File: config.mk
export PLATFORM = sky130hd
export DESIGN_NAME = flcfg_regs
export DESIGN_NICKNAME = d
export VERILOG_FILES = /design/src/flcfg_pkg.sv /design/src/flcfg_regs.sv /design/src/flcfg_block_locks.sv
export SDC_FILE = /design/constraint.sdc
export NUM_CORES = 1
export LEC_CHECK = 0
export BUFFER_PORTS_ARGS = -buffer_cell sky130_fd_sc_hd__buf_2
export CAP_MARGIN = 20
export CORE_ASPECT_RATIO = 1.4
export CORE_MARGIN = 8
export CORE_UTILIZATION = 52
export CTS_CLUSTER_SIZE = 8
export DETAILED_ROUTE_END_ITERATION = 8
export GPL_TIMING_DRIVEN = 0
export HOLD_SLACK_MARGIN = 0.08
export PLACE_DENSITY_LB_ADDON = 0.15
export SLEW_MARGIN = 20
export SYNTH_ARGS = -nofsm -noshare
export SYNTH_HDL_FRONTEND = slang
export SYNTH_SLANG_ARGS = --single-unit
File: constraint.sdc
create_clock -name clk_in -period 5.7 [get_ports clk_in]
set_clock_uncertainty 0.2 [all_clocks]
set_input_delay 1.14 -clock clk_in [delete_from_list [all_inputs] [get_ports clk_in]]
set_output_delay 1.14 -clock clk_in [all_outputs]
set_load 0.02 [all_outputs]
File: src/flcfg_pkg.sv
package flcfg_pkg;
   // command opcodes
   localparam logic [7:0] FLCFG_OP_BLOCK_LOCK = 8'h36;
   localparam logic [7:0] FLCFG_OP_BLOCK_UNLOCK = 8'h39;
   localparam logic [7:0] FLCFG_OP_POWER_DOWN = 8'hb9;
   localparam logic [7:0] FLCFG_OP_ULTRA_DEEP = 8'h79;
   localparam logic [7:0] FLCFG_OP_WAKE = 8'hab;
   // status register selectors for the write strobe
   localparam logic [2:0] FLCFG_SEL_PIN_DRIVE = 3'h3;
   localparam logic [2:0] FLCFG_SEL_POWER_PROG = 3'h4;
   // field positions, pin/drive/protect register
   localparam int FLCFG_HOLD_RESET_BIT = 7;
   localparam int FLCFG_DRIVE_HI_BIT = 6;
   localparam int FLCFG_DRIVE_LO_BIT = 5;
   localparam int FLCFG_SCHEME_BIT = 2;
   // field positions, power/program register
   localparam int FLCFG_PD_DEPTH_BIT = 7;
   localparam int FLCFG_SEQ_PROG_BIT = 6;
   // reset values
   localparam logic FLCFG_HOLD_RESET_RST = 1'b0;
   localparam logic [1:0] FLCFG_DRIVE_RST = 2'h1;
   localparam logic FLCFG_SCHEME_RST = 1'b0;
   localparam logic FLCFG_PD_DEPTH_RST = 1'b0;
   localparam logic FLCFG_SEQ_PROG_RST = 1'b0;
   localparam logic FLCFG_LOCK_RST = 1'b1;
   // block lock array
   localparam int FLCFG_NUM_BLOCKS = 16;
   localparam int FLCFG_BLOCK_IDX_W = 4;

   typedef enum logic [1:0] {
      FLCFG_PD_ACTIVE,
      FLCFG_PD_DEEP,
      FLCFG_PD_ULTRA
   } flcfg_pd_state_t;

   typedef struct packed {
      logic valid;
      logic [7:0] opcode;
      logic [FLCFG_BLOCK_IDX_W-1:0] block;
   } flcfg_cmd_t;

   typedef struct packed {
      logic valid;
      logic [2:0] sel;
      logic [7:0] data;
   } flcfg_sr_write_t;
endpackage

File: src/flcfg_regs.sv
// Summary of operation
// [RULE1] select bit 7: 0 hold, 1 reset
// [RULE2] pin role applies only with quad off
// [RULE3] quad on: pin is data, no hold/reset
// [RULE4] drive field 6:5, default 01 full
// [RULE5] scheme 0: range fields protect array
// [RULE6] scheme 1: per-block lock bits protect
// [RULE7] all block locks set after reset
// [RULE8] 36h locks, 39h unlocks one block
// [RULE9] depth 0: b9h acts as 79h
// [RULE10] ultra-deep entry discards sram buffer
// [RULE11] depth 1: b9h deep, sram kept
// [RULE12] only abh wakes from power-down
// [RULE13] chip select toggles do not wake
// [RULE14] read-only program mode flag present
// [RULE15] flag bit 6, 0 byte/page default
// [RULE16] reserved bits read zero, writes ignored
// [RULE17] config changes only via accepted write
module flcfg_regs
   import flcfg_pkg::*;
(
   input wire logic clk_in,
   input wire logic resetn_in,
   input wire flcfg_cmd_t cmd_in,
   input wire flcfg_sr_write_t sr_write_in,
   input wire logic quad_lines_enable_in,
   input wire logic cs_n_in,
   input wire logic seq_prog_enter_in,
   input wire logic seq_prog_exit_in,
   output logic [7:0] pin_drive_protect_config_out,
   output logic [7:0] power_program_mode_config_out,
   output logic hold_enable_out,
   output logic reset_enable_out,
   output logic [1:0] output_drive_strength_out,
   output logic range_protect_active_out,
   output logic block_protect_active_out,
   output logic [FLCFG_NUM_BLOCKS-1:0] block_write_protect_out,
   output logic power_down_out,
   output logic ultra_deep_sleep_out,
   output logic sram_discard_out
);
   logic hold_reset_sel_q;
   logic [1:0] drive_q;
   logic scheme_q;
   logic pd_depth_q;
   logic seq_prog_q;
   flcfg_pd_state_t pd_state_q;
   logic [FLCFG_NUM_BLOCKS-1:0] locked;
   logic awake;
   logic cmd_live;
   logic sr_live;
   logic lock_cmd;
   logic unlock_cmd;
   logic enter_ultra;
   logic enter_deep;
   logic chk_live_q;

   assign awake = (pd_state_q == FLCFG_PD_ACTIVE);
   assign cmd_live = cmd_in.valid && awake;
   assign sr_live = sr_write_in.valid && awake;
   assign lock_cmd = cmd_live && scheme_q && (cmd_in.opcode == FLCFG_OP_BLOCK_LOCK); // RULE8
   assign unlock_cmd = cmd_live && scheme_q && (cmd_in.opcode == FLCFG_OP_BLOCK_UNLOCK); // RULE8
   assign enter_ultra = cmd_live && ((cmd_in.opcode == FLCFG_OP_ULTRA_DEEP) ||
      ((cmd_in.opcode == FLCFG_OP_POWER_DOWN) && !pd_depth_q)); // RULE9
   assign enter_deep = cmd_live && (cmd_in.opcode == FLCFG_OP_POWER_DOWN) && pd_depth_q; // RULE11

   // pin, drive and protection config bits
   always_ff @(posedge clk_in) begin
      if (!resetn_in) begin
         hold_reset_sel_q <= FLCFG_HOLD_RESET_RST;
         drive_q <= FLCFG_DRIVE_RST;
         scheme_q <= FLCFG_SCHEME_RST;
      end else if (sr_live && sr_write_in.sel == FLCFG_SEL_PIN_DRIVE) begin // RULE17
         hold_reset_sel_q <= sr_write_in.data[FLCFG_HOLD_RESET_BIT]; // RULE1
         drive_q <= sr_write_in.data[FLCFG_DRIVE_HI_BIT:FLCFG_DRIVE_LO_BIT]; // RULE4
         scheme_q <= sr_write_in.data[FLCFG_SCHEME_BIT];
      end
   end

   // power-down depth bit
   always_ff @(posedge clk_in) begin
      if (!resetn_in) begin
         pd_depth_q <= FLCFG_PD_DEPTH_RST;
      end else if (sr_live && sr_write_in.sel == FLCFG_SEL_POWER_PROG) begin // RULE17
         pd_depth_q <= sr_write_in.data[FLCFG_PD_DEPTH_BIT];
      end
   end

   // program mode flag, hardware owned
   always_ff @(posedge clk_in) begin
      if (!resetn_in) begin
         seq_prog_q <= FLCFG_SEQ_PROG_RST; // RULE15
      end else if (seq_prog_enter_in) begin
         seq_prog_q <= 1'b1; // RULE14
      end else if (seq_prog_exit_in) begin
         seq_prog_q <= 1'b0;
      end
   end

   // power-down state; chip select alone never wakes
   always_ff @(posedge clk_in) begin
      if (!resetn_in) begin
         pd_state_q <= FLCFG_PD_ACTIVE;
      end else begin
         case (pd_state_q)
            FLCFG_PD_ACTIVE: begin
               if (enter_ultra) begin
                  pd_state_q <= FLCFG_PD_ULTRA; // RULE9
               end else if (enter_deep) begin
                  pd_state_q <= FLCFG_PD_DEEP; // RULE11
               end
            end
            FLCFG_PD_DEEP, FLCFG_PD_ULTRA: begin
               if (cmd_in.valid && cmd_in.opcode == FLCFG_OP_WAKE) begin // RULE13
                  pd_state_q <= FLCFG_PD_ACTIVE; // RULE12
               end
            end
            default: begin
               pd_state_q <= FLCFG_PD_ACTIVE;
            end
         endcase
      end
   end

   // sram discard pulse on ultra-deep entry
   always_ff @(posedge clk_in) begin
      if (!resetn_in) begin
         sram_discard_out <= 1'b0;
      end else begin
         sram_discard_out <= enter_ultra; // RULE10
      end
   end

   flcfg_block_locks u_locks (
      .clk_in(clk_in),
      .resetn_in(resetn_in),
      .lock_in(lock_cmd),
      .unlock_in(unlock_cmd),
      .block_in(cmd_in.block),
      .locked_out(locked)
   );

   // registered views and derived controls
   always_ff @(posedge clk_in) begin
      if (!resetn_in) begin
         pin_drive_protect_config_out <= 8'h00;
         power_program_mode_config_out <= 8'h00;
         hold_enable_out <= 1'b0;
         reset_enable_out <= 1'b0;
         output_drive_strength_out <= FLCFG_DRIVE_RST;
         range_protect_active_out <= 1'b0;
         block_protect_active_out <= 1'b0;
         block_write_protect_out <= '0;
         power_down_out <= 1'b0;
         ultra_deep_sleep_out <= 1'b0;
      end else begin
         pin_drive_protect_config_out <= {hold_reset_sel_q, drive_q, 2'b00, scheme_q, 2'b00}; // RULE16
         power_program_mode_config_out <= {pd_depth_q, seq_prog_q, 6'h00}; // RULE15
         hold_enable_out <= !quad_lines_enable_in && !hold_reset_sel_q; // RULE2
         reset_enable_out <= !quad_lines_enable_in && hold_reset_sel_q; // RULE3
         output_drive_strength_out <= drive_q; // RULE4
         range_protect_active_out <= !scheme_q; // RULE5
         block_protect_active_out <= scheme_q; // RULE6
         block_write_protect_out <= scheme_q ? locked : '0; // RULE6
         power_down_out <= !awake;
         ultra_deep_sleep_out <= (pd_state_q == FLCFG_PD_ULTRA);
      end
   end

   // checks start one edge after reset release, once outputs follow live state
   always_ff @(posedge clk_in) begin
      chk_live_q <= resetn_in;
   end

   AST_QUAD_DISABLES_PIN: assert property (@(posedge clk_in) disable iff (!resetn_in || !chk_live_q) // RULE3
      quad_lines_enable_in |=> !hold_enable_out && !reset_enable_out)
      else $error("pin function active with quad enabled");
   AST_PIN_ROLE: assert property (@(posedge clk_in) disable iff (!resetn_in || !chk_live_q) // RULE1
      !quad_lines_enable_in |=> (reset_enable_out == $past(hold_reset_sel_q)) &&
      (hold_enable_out != reset_enable_out))
      else $error("pin role does not follow select");
   AST_DRIVE_WRITE: assert property (@(posedge clk_in) disable iff (!resetn_in || !chk_live_q) // RULE4
      sr_live && sr_write_in.sel == FLCFG_SEL_PIN_DRIVE |=> ##1 output_drive_strength_out == $past(sr_write_in.data[6:5], 2))
      else $error("drive strength not updated by write");
   AST_RESERVED_ZERO: assert property (@(posedge clk_in) disable iff (!resetn_in || !chk_live_q) // RULE16
      pin_drive_protect_config_out[4:3] == 2'b00 && pin_drive_protect_config_out[1:0] == 2'b00)
      else $error("reserved bits read non-zero");
   AST_NO_STRAY_CHANGE: assert property (@(posedge clk_in) disable iff (!resetn_in || !chk_live_q) // RULE17
      !sr_write_in.valid |=> $stable(drive_q) && $stable(scheme_q) && $stable(pd_depth_q) && $stable(hold_reset_sel_q))
      else $error("config changed without write");
   AST_B9_ULTRA: assert property (@(posedge clk_in) disable iff (!resetn_in || !chk_live_q) // RULE9
      awake && cmd_in.valid && cmd_in.opcode == FLCFG_OP_POWER_DOWN && !pd_depth_q |=>
      ##1 ultra_deep_sleep_out && sram_discard_out == 1'b0)
      else $error("b9h with depth 0 did not enter ultra-deep");
   AST_DISCARD_ON_ULTRA: assert property (@(posedge clk_in) disable iff (!resetn_in || !chk_live_q) // RULE10
      enter_ultra |=> sram_discard_out)
      else $error("no sram discard on ultra-deep entry");
   AST_B9_DEEP: assert property (@(posedge clk_in) disable iff (!resetn_in || !chk_live_q) // RULE11
      enter_deep |=> pd_state_q == FLCFG_PD_DEEP && !sram_discard_out)
      else $error("b9h with depth 1 wrong mode");
   AST_WAKE_ONLY_AB: assert property (@(posedge clk_in) disable iff (!resetn_in || !chk_live_q) // RULE12
      !awake && !(cmd_in.valid && cmd_in.opcode == FLCFG_OP_WAKE) |=> !awake)
      else $error("left power-down without wake command");
   AST_CS_NO_WAKE: assert property (@(posedge clk_in) disable iff (!resetn_in || !chk_live_q) // RULE13
      !awake && $rose(cs_n_in) && !cmd_in.valid |=> ##1 power_down_out)
      else $error("chip select toggle woke device");
   AST_LOCK_CMD: assert property (@(posedge clk_in) disable iff (!resetn_in || !chk_live_q) // RULE8
      lock_cmd |=> ##1 block_write_protect_out[$past(cmd_in.block, 2)])
      else $error("block lock not applied");
   AST_UNLOCK_CMD: assert property (@(posedge clk_in) disable iff (!resetn_in || !chk_live_q) // RULE8
      unlock_cmd |=> ##1 !block_write_protect_out[$past(cmd_in.block, 2)])
      else $error("block unlock not applied");
   AST_LOCKS_RESET: assert property (@(posedge clk_in) // RULE7
      !resetn_in |=> locked == '1)
      else $error("block locks not set by reset");
   AST_SCHEME_RANGE: assert property (@(posedge clk_in) disable iff (!resetn_in || !chk_live_q) // RULE5
      !scheme_q |=> range_protect_active_out && block_write_protect_out == '0)
      else $error("range scheme not in effect");
   AST_SEQ_FLAG: assert property (@(posedge clk_in) disable iff (!resetn_in || !chk_live_q) // RULE14
      seq_prog_enter_in |=> ##1 power_program_mode_config_out[FLCFG_SEQ_PROG_BIT])
      else $error("program mode flag not set");
   AST_SEQ_CLEAR: assert property (@(posedge clk_in) disable iff (!resetn_in || !chk_live_q) // RULE15
      seq_prog_exit_in && !seq_prog_enter_in |=> ##1 !power_program_mode_config_out[FLCFG_SEQ_PROG_BIT])
      else $error("program mode flag not cleared");
endmodule

File: src/flcfg_block_locks.sv
module flcfg_block_locks
   import flcfg_pkg::*;
(
   input wire logic clk_in,
   input wire logic resetn_in,
   input wire logic lock_in,
   input wire logic unlock_in,
   input wire logic [FLCFG_BLOCK_IDX_W-1:0] block_in,
   output logic [FLCFG_NUM_BLOCKS-1:0] locked_out
);
   genvar g;
   generate
      for (g = 0; g < FLCFG_NUM_BLOCKS; g++) begin : g_lock
         always_ff @(posedge clk_in) begin
            if (!resetn_in) begin
               locked_out[g] <= FLCFG_LOCK_RST; // RULE7
            end else if (block_in == FLCFG_BLOCK_IDX_W'(g)) begin
               if (lock_in) begin
                  locked_out[g] <= 1'b1; // RULE8
               end else if (unlock_in) begin
                  locked_out[g] <= 1'b0; // RULE8
               end
            end
         end
      end
   endgenerate
endmodule

Word level (Yosys, flattened, before mapping)
Index checks and enable logic that the tools add are counted.
Cells by class
  equality and inequality tests: 26
  reduce and logical (&&, ||, !) cells: 43
  muxes and demuxes: 8
Operators with widths (number)
  AND reduction 2 bit: 18
  equality test 4 bit (second input constant): 8
  equality test 4 x 3 -> 1 bit (second input constant): 4
  equality test 8 x 6 -> 1 bit (second input constant): 2
  equality test 8 bit (second input constant): 2
  logical AND 1 bit: 14
  equality test 4 x 2 -> 1 bit (second input constant): 2
  equality test 8 x 7 -> 1 bit (second input constant): 1
  2-to-1 mux 2 bit: 3
  logical NOT 1 bit: 5
  equality test 4 x 1 -> 1 bit (second input constant): 1
  logical NOT 4 bit: 1
  2-to-1 mux 1 bit: 4
  one-hot mux 2 bit (2 select lines): 1
  nonzero test 2 bit: 2
  equality test 3 x 2 -> 1 bit (second input constant): 1
  equality test 3 bit (second input constant): 1
  inequality test 3 x 1 -> 1 bit (second input constant): 1
  equality test 2 x 1 -> 1 bit (second input constant): 1
  equality test 2 bit (second input constant): 1
  logical NOT 2 bit: 1
  inequality test 2 bit (second input constant): 1
  OR reduction 2 bit: 1
  logical OR 1 bit: 1
Storage, ports and cells
  output and inout bits: 41
  logic and storage cells: 112
  flip-flop bits (word level): 65

Depth between registers and ports, before layout
Gate-level depths: netlist (run 1).
  word-level depth: 7
  depth in mapped cells: 8
  mapped depth without buffers: 6

By module
Synthesis (run 1) repeated with hierarchy kept, for this count alone.
Second synthesis, totals
  cell total of the unflattened synthesis: 198
  area total of the unflattened synthesis: 2087.0 sq um
By module, submodules not included
  flcfg_regs: cells an instance 129, area an instance 1368.8 sq um, times used 1
  flcfg_block_locks: cells an instance 69, area an instance 718.2 sq um, times used 1

Worst setup path after synthesis (run 1)
No wires, ideal clock.
  path type: input port to flip-flop
  from: input port cmd_in[7] (netlist name)
  to: register u_locks.locked_out[13]
  required time: 5404 ps
  setup time: 96 ps
  setup slack: 3171 ps
  stages: 4
  arrival time: 2233 ps
  path through: and4bb_2 -> o211ai_4 -> or3b_4 -> o311ai_1
Between the ends
  word-level cells in the longest chain between the ends: 4
  elaborated cells on any way between the ends: 7
  classes of those cells: 2 x eq/ne; 1 x mux; 4 x reduce/logical
Ends and longest elaborated chain
  from (decl): line flcfg_regs.sv:24  | input wire flcfg_cmd_t cmd_in,
  equality test 8 x 6 -> 1 bit, on equally long branches: line flcfg_regs.sv:61, flcfg_regs.sv:62
  logical AND 1 bit, on equally long branches: line flcfg_regs.sv:61, flcfg_regs.sv:62
  nonzero test 2 bit (no source line)
  AND reduction 2 bit (no source line)
  to (signal, indexed assignment): line flcfg_block_locks.sv:16  | locked_out[g] <= FLCFG_LOCK_RST;
  to (signal, indexed assignment): line flcfg_block_locks.sv:19  | locked_out[g] <= 1'b1;
  to (signal, indexed assignment): line flcfg_block_locks.sv:21  | locked_out[g] <= 1'b0;
  to (decl): line flcfg_block_locks.sv:9  | output logic [FLCFG_NUM_BLOCKS-1:0] locked_out
Several ways; a longest one is shown, not always the timed one.
A chain may end at the register's enable or synchronous reset.

==> metrics.md, run 1 <==
| Metric | Value |
|---|---|
| Max clock buf depth | `2` |
| Sequential share of power | `approximately 60%` |
| Fraction of synthesized cell area in xor and xnor cells | `0%` |
| Sum Neg Setup Slack | `0 ps` |
| Relative slew margins | `60.3%` |
| Arithmetic-cell share of the synthesized area counting full adders, half adders and majority gates | `1.23%` |
| Setup violators final | `0` |
| Switching pwr | `between 0.1 and 0.15 mW` |
| Clock buffer count from CTS | `5` |
| Worst VDD drop | `0.000198 V` |
| First-pass detailed-route iteration total | `4` |
| Antenna violations before repair | `0` |
| Number of hold buffers added after CTS | `0` |
| Register area | `1060 um^2` |
| Leakage power figure | `between 1 and 1.5 nW` |
| Distinct cells, synth | `38` |
| Global-route wire length before repair | `7330 um` |
| Synth Register Bits | `53` |
| 1st-iter DRT viols | `between 100 and 150` |
| Part of the cycle the worst path needs | `45.2%` |
| Internal Dissipation | `0.481 mW` |
| Relative area change from synthesis to final layout | `21.4%` |
| Areal power density over the cells | `255 nW/um^2` |
| Most common cell after layout, fill and taps aside | `sky130_fd_sc_hd__buf_2` |
| Vias per Instance | `5.26` |
| Status | `completed` |
| Initial Util | `52.9%` |
| Yosys top cell area share | `52.1%` |
| Total inserted antenna cells | `0` |
| Crit path time final | `around 2600 ps` |
| Critical path endpoint category | `flip-flop` |
| Clock edge transition at the registers on the reported setup and hold paths | `80 ps` |
| Number of nets in the layout | `between 300 and 400` |
| Chip Height | `90.1 um` |
| Kind of start point of the critical path | `input port` |
| Gp weighted congestion | `between 0.8 and 0.9` |
| Area of combinational cells with multiple inputs | `851 um^2` |
| Combinational family with the most area after synthesis | `simple AND/OR/NAND/NOR gates` |
| TritonCTS clock tree | `done` |
| Cell Area, Synth | `2040 um^2` |
| Hold violation total from the final report | `0` |
| Core Rows | `27` |
| Post-Syn Area per Cell | `about 10 um^2` |
| Crit Path Class | `in2reg` |
| Buffers inserted during post-CTS setup optimization | `0` |
| Number of clock sinks seen by CTS | `53` |
| Number of fillers in the final layout | `around 350` |
| Synthesis Warnings | `0` |
| Post-synthesis instance total | `200` |
| Largest net degree at the start of global routing | `16` |
| Vias after detailed routing | `1645` |
| Placed cells | `about 310` |
| FMAX | `0.388 GHz` |
| Overflow after GRT | `0` |
| Fraction of final layout cells with drive strength greater than 1 | `30.4%` |
| Largest cells by area after synthesis | `sky130_fd_sc_hd__dfxtp_1 (52%), sky130_fd_sc_hd__mux2i_1 (5.4%), sky130_fd_sc_hd__and3_1 (5.2%)` |
| Chip Width | `68.9 um` |
| DRC | `0` |
| Top cell type by total area after synthesis | `sky130_fd_sc_hd__dfxtp_1` |
| Total wire length | `about 4500 um` |
| Clk pwr share | `31.6%` |
| Switching share of power | `about a quarter` |
| Clk_lat worst skew | `300 ps` |
| Cell-by-cell trace of the critical path | `clkbuf_1 -> clkinv_1 -> a31oi_1 -> mux2i_1` |
| Unrepaired setup endpoints after global routing | `false` |
| Standard cell core area | `3850 um^2` |
| Non-filler instance count after layout | `313` |
| Commonest cells after routing, fill and taps aside | `sky130_fd_sc_hd__buf_2 (54), sky130_fd_sc_hd__dfxtp_1 (53), sky130_fd_sc_hd__and3_1 (17)` |
| Routed wire per std cell | `14.4 um` |
| Fraction of power consumed by combinational cells | `between 8 and 9%` |
| Multiplexer area fraction after synthesis | `5.41%` |
| Number of pins with negative max-slew slack in the final report | `0` |
| Max-cap violations | `0` |
| CTS root buffer | `sky130_fd_sc_hd__clkbuf_8` |
| Htree depth | `2` |
| Floorplan die area | `approximately 6200 um^2` |
| Number of global-route vias before repair | `1616` |
| Signal arrival time at the worst endpoint | `between 2000 and 3000 ps` |
| Required @ worst endpoint | `between 5000 and 6000 ps` |
| Final ANT Viol Nets | `0` |
| GR Util All Layers | `~15%` |
| Post-synthesis share of cell area spent on and, or, nand and nor gates | `21.7%` |
| Max stage delay on crit path | `approximately 480 ps` |
| Sequential-to-total area share from yosys stat | `52.1%` |
| # resized after CTS | `0` |
| Transition time at the pin with the least slew margin | `588 ps` |
| Largest driver fanout on the critical path | `10` |
| Hold Path Class | `reg2reg` |
| Number of port buffers | `53` |
| Boundary Pins | `72` |
| Compound-gate portion of the synthesized area | `11.6%` |
| Slowest cell on crit path | `sky130_fd_sc_hd__a31oi_1` |
| HPWL reported at the end of detailed placement | `3490 um` |
path summary, 6_finish.rpt:
kind / slack, ps / cells after the start / end / start
worst max register to register: 3530 / 7 / u_locks.locked_out[0] / pd_state_q[0]
worst min register to register: 260 / 1 / hold_enable_out / hold_reset_sel_q
worst min-delay path: 260 / 1 / hold_enable_out / hold_reset_sel_q
worst max-delay path: 3120 / 4 / u_locks.locked_out[11] / resetn_in
synth_stat cells, drive strengths merged:
master / n
a211oi: 1
a21oi: 2
a31oi: 1
a32o: 1
and2: 7
and3: 17
and3b: 1
and4: 1
and4bb: 2
buf: 14
clkbuf: 10
clkinv: 1
conb: 1
dfxtp: 53
ha: 2
inv: 4
mux2i: 11
nand2: 5
nand2b: 6
nand3: 1
nand4: 2
nand4b: 1
nor2: 15
nor2b: 2
nor3: 7
nor3b: 2
o211ai: 4
o21ai: 3
o311ai: 8
o31ai: 4
o41ai: 5
or2: 4
or3: 1
or3b: 1
flip-flops by register name, summed over array words and instances, names as in the netlist:
register and count:
pin_drive_protect_config_out 4, drive_q 2, pd_depth_q 1, ultra_deep_sleep_out 1
range_protect_active_out 1, u_locks.locked_out 16, hold_enable_out 1, block_write_protect_out 16
scheme_q 1, sram_discard_out 1, power_down_out 1, seq_prog_q 1
pd_state_q 2, output_drive_strength_out 1, power_program_mode_config_out 2, hold_reset_sel_q 1
reset_enable_out 1
logic make-up (layout without fill, tap and decap cells):
family	after synthesis	count (layout)
and+or+nand+nor	75	75
DFF	53	53
AOI/OAI and AO/OA	29	29
buffers and inverters	29	90
muxes	11	11
adders and majority gates	2	2
other	1	10
power groups by stage:
stage | registers (mW) | clock network (mW) | logic (mW)
after floorplan | 0.389 | 0 | 0.0306
after global placement | 0.385 | 0 | 0.0539
after detailed placement | 0.385 | 0 | 0.0544
after CTS | 0.376 | 0.202 | 0.0545
after global routing | 0.377 | 0.218 | 0.0597
final | 0.376 | 0.199 | 0.0549
area by class of cell:
class / count / share of cell area, %
Clock inverter: 2 / 0.405
Sequential cell: 53 / 42.9
Inverter: 5 / 0.759
Timing Repair Buffer: 53 / 10.7
Tap cell: 43 / 2.18
Clock buffer: 6 / 2.94
Buffer: 24 / 5.67
Multi-Input combinational cell: 127 / 34.4
critical path, delay by kind of cell:
family / cells / cell delay, ps
AO/OA/AOI/OAI: 1 / 480
buffers and inverters: 2 / 760
multiplexers: 1 / 150
metrics by stage:
stage	utilization, %	instance area [um^2]	hold slack (ps)	setup WS [ps]	total power [mW]
after floorplan	-	2070	212	3170	0.420
after global placement	62.1	2390	239	2780	0.439
after detailed placement	62.1	2390	246	2760	0.439
after CTS	64.2	2470	261	3080	0.632
after global routing	64.2	2470	298	2940	0.654
final	64.2	2470	258	3120	0.630
routing by layer:
layer	wire length (um)	part of all wire, %	track usage (%)
met1	1590	35	14.8
met4	82	1.8	6.05
met5	0	0	0
met3	288	6.4	4.22
met2	2530	56	27.6
(Power assumes the default switching activity.)
==> inputs of run 2 (changes only) <==
CORE_UTILIZATION = 49   (was 52)
clock period = 2.4 ns   (was 5.7 ns; I/O delays follow)
==> run 2 against run 1 <==
  * First-iteration DRC count down 6.6%
  * Combinational power rose by 140%
  * Register-to-register slack got worse by 3300 ps
  * Final area grew 0.61%
  * Final cell count did not move
  * Critical path type is now reg2reg
  * Critical endpoint is now u_locks.locked_out[13]
  * Largest cell class unchanged
==> metrics.md, run 2 (synthesis gave the netlist of run 1 again) <==
| Metric | Value |
|---|---|
| Commonest cells after routing, fill and taps aside | `sky130_fd_sc_hd__buf_2 (54), sky130_fd_sc_hd__dfxtp_1 (53), sky130_fd_sc_hd__and3_1 (17) (unchanged)` |
| Status | `completed (unchanged)` |
| Crit path time final | `roughly 2200 ps` |
| Total chip power | `1.55 mW (was 0.630 mW)` |
| TritonCTS clock tree | `done (unchanged)` |
| Signal arrival time at the worst endpoint | `2190 ps (was 2540 ps)` |
| Total wire length | `4340 um (was 4490 um)` |
| Chip Height | `92.3 um (was 90.1 um)` |
| Clk_lat worst skew | `300 ps (about the same)` |
| Number of hold buffers added after CTS | `0 (unchanged)` |
| Sequential share of power | `57.6% (was 59.7%)` |
| Hold Path Class | `in2reg (was reg2reg)` |
| DRC | `0 (unchanged)` |
| Largest registers | `block_write_protect_out x16, u_locks.locked_out x16, pin_drive_protect_config_out x4 (unchanged)` |
| Transition time at the pin with the least slew margin | `621 ps (was 588 ps)` |
| HPWL reported at the end of detailed placement | `3380 um (was 3490 um)` |
| Slowest cell on crit path | `sky130_fd_sc_hd__or3b_4 (was sky130_fd_sc_hd__a31oi_1)` |
| Areal power density over the cells | `624 nW/um^2 (was 255 nW/um^2)` |
| Max clock buf depth | `2 (unchanged)` |
| Unrepaired setup endpoints after global routing | `false (unchanged)` |
| Number of pins with negative max-slew slack in the final report | `0 (unchanged)` |
| Most common cell after layout, fill and taps aside | `sky130_fd_sc_hd__buf_2 (unchanged)` |
| Max stage delay on crit path | `430 ps (was 480 ps)` |
| Max-cap violations | `0 (unchanged)` |
| Clock edge transition at the registers on the reported setup and hold paths | `110 ps (was 80 ps)` |
| GR Util All Layers | `13.6% (was 15.1%)` |
| Switching share of power | `25.4% (was 23.7%)` |
| Required @ worst endpoint | `2420 ps (was 5660 ps)` |
| Largest driver fanout on the critical path | `9 (was 10)` |
| First-pass detailed-route iteration total | `4 (unchanged)` |
| Total inserted antenna cells | `0 (unchanged)` |
| Chip Width | `70.5 um (was 68.9 um)` |
| Number of fillers in the final layout | `356 (was 346)` |
| FMAX | `roughly 0.46 GHz` |
| Number of clock sinks seen by CTS | `53 (unchanged)` |
| Core Rows | `27 (unchanged)` |
| Hold violation total from the final report | `0 (unchanged)` |
| Critical path endpoint category | `flip-flop (unchanged)` |
| Vias after detailed routing | `1637 (was 1645)` |
| Number of nets in the layout | `302 (unchanged)` |
| Kind of start point of the critical path | `flip-flop (was input port)` |
| Buffers inserted during post-CTS setup optimization | `0 (unchanged)` |
| Final ANT Viol Nets | `0 (unchanged)` |
| Number of port buffers | `53 (unchanged)` |
| Number of global-route vias before repair | `1631 (was 1616)` |
| Overflow after GRT | `0 (unchanged)` |
| Global-route wire length before repair | `7340 um (was 7330 um)` |
| Antenna violations before repair | `0 (unchanged)` |
| Fraction of power consumed by combinational cells | `8.4% (was 8.7%)` |
| Part of the cycle the worst path needs | `90.4%` |
| Htree depth | `2 (unchanged)` |
| Clock buffer count from CTS | `5 (unchanged)` |
| CTS root buffer | `sky130_fd_sc_hd__clkbuf_8 (unchanged)` |
| Internal Dissipation | `1.16 mW (was 0.481 mW)` |
| Largest net degree at the start of global routing | `20 (was 16)` |
| Setup violators final | `0 (unchanged)` |
| Crit Path Class | `reg2reg (was in2reg)` |
| Gp weighted congestion | `0.774 (was 0.847)` |
| Relative area change from synthesis to final layout | `22.1% (was 21.4%)` |
| Leakage power figure | `1.18 nW (about the same)` |
| Sum Neg Setup Slack | `0 ps (unchanged)` |
| Initial Util | `51.5% (was 52.9%)` |
| Standard cell core area | `3950 um^2 (was 3850 um^2)` |
| # resized after CTS | `0 (unchanged)` |
| Area of combinational cells with multiple inputs | `851 um^2 (unchanged)` |
| Vias per Instance | `5.23 (was 5.26)` |
| Fraction of final layout cells with drive strength greater than 1 | `30.7% (was 30.4%)` |
| Clk pwr share | `34.0% (was 31.6%)` |
| 1st-iter DRT viols | `113 (was 121)` |
| Boundary Pins | `72 (unchanged)` |
| Worst VDD drop | `0.000663 V (was 0.000198 V)` |
| Routed wire per std cell | `13.9 um (was 14.4 um)` |
| Floorplan die area | `6510 um^2 (was 6200 um^2)` |
| Cell-by-cell trace of the critical path | `inv_1 -> ha_1 -> and4_1 -> buf_4 -> o211ai_4 -> or3b_4 -> o311ai_1 (was clkbuf_1 -> clkinv_1 -> a31oi_1 -> mux2i_1)` |
| Switching pwr | `0.394 mW (was 0.149 mW)` |
| Register area | `1060 um^2 (unchanged)` |
| Relative slew margins | `58.1% (was 60.3%)` |
-- run 2: metrics by stage --
step / setup WS [ps] / cell area (um^2) / utilization [%] / hold slack (ps) / std cells
6_report: 230 / 2490 / 62.9 / 135 / 313
2_1_floorplan: 462 / 2070 / - / 212 / 209
5_1_grt: 120 / 2490 / 62.9 / 138 / 313
3_5_place_dp: 129 / 2390 / 60.5 / 230 / 305
3_3_place_gp: 151 / 2390 / 60.5 / 226 / 305
4_1_cts: 233 / 2490 / 62.9 / 133 / 313
-- run 2: worst paths after layout --
check / end / depth (start not counted) / slack (ps) / start
setup reg to reg: u_locks.locked_out[13] / 7 / 230 / pd_state_q[0]
setup / recovery: u_locks.locked_out[13] / 7 / 230 / pd_state_q[0]
hold / removal: reset_enable_out / 2 / 130 / quad_lines_enable_in
hold reg to reg: hold_enable_out / 1 / 240 / hold_reset_sel_q
-- run 2: final cells by class --
cell class,count,share of cell area [%]
buffer,24,5.63
timing repair buffer,53,10.7
sequential,53,42.7
tap,43,2.16
clock inverter,3,1.16
multi-input combinational,127,34.2
clock buffer,5,2.77
inverter,5,0.755
-- run 2: routing by layer --
metal  wire length, um  share of wire [%]  GRT usage (%)
met1              1650                 38           13.1
met2              2400                 55           25.1
met3               244                5.6           4.31
met4                48                1.1           6.22
met5                 0                  0              0
-- run 2: worst max-delay path, delay by kind of cell, from the launching register on --
family	cells	cell delay [ps]
adders and majority gates	1	270
DFF	1	330
AOI/OAI and AO/OA	2	420
and+or+nand+nor	2	650
buffers and inverters	2	220
-- run 2: power by group through the flow --
stage | Sequential, mW | Combinational (mW) | Clock, mW
after floorplan | 0.925 | 0.0727 | 0
after global placement | 0.914 | 0.128 | 0
after detailed placement | 0.914 | 0.130 | 0
after CTS | 0.894 | 0.130 | 0.538
after global routing | 0.895 | 0.143 | 0.570
final | 0.893 | 0.130 | 0.528
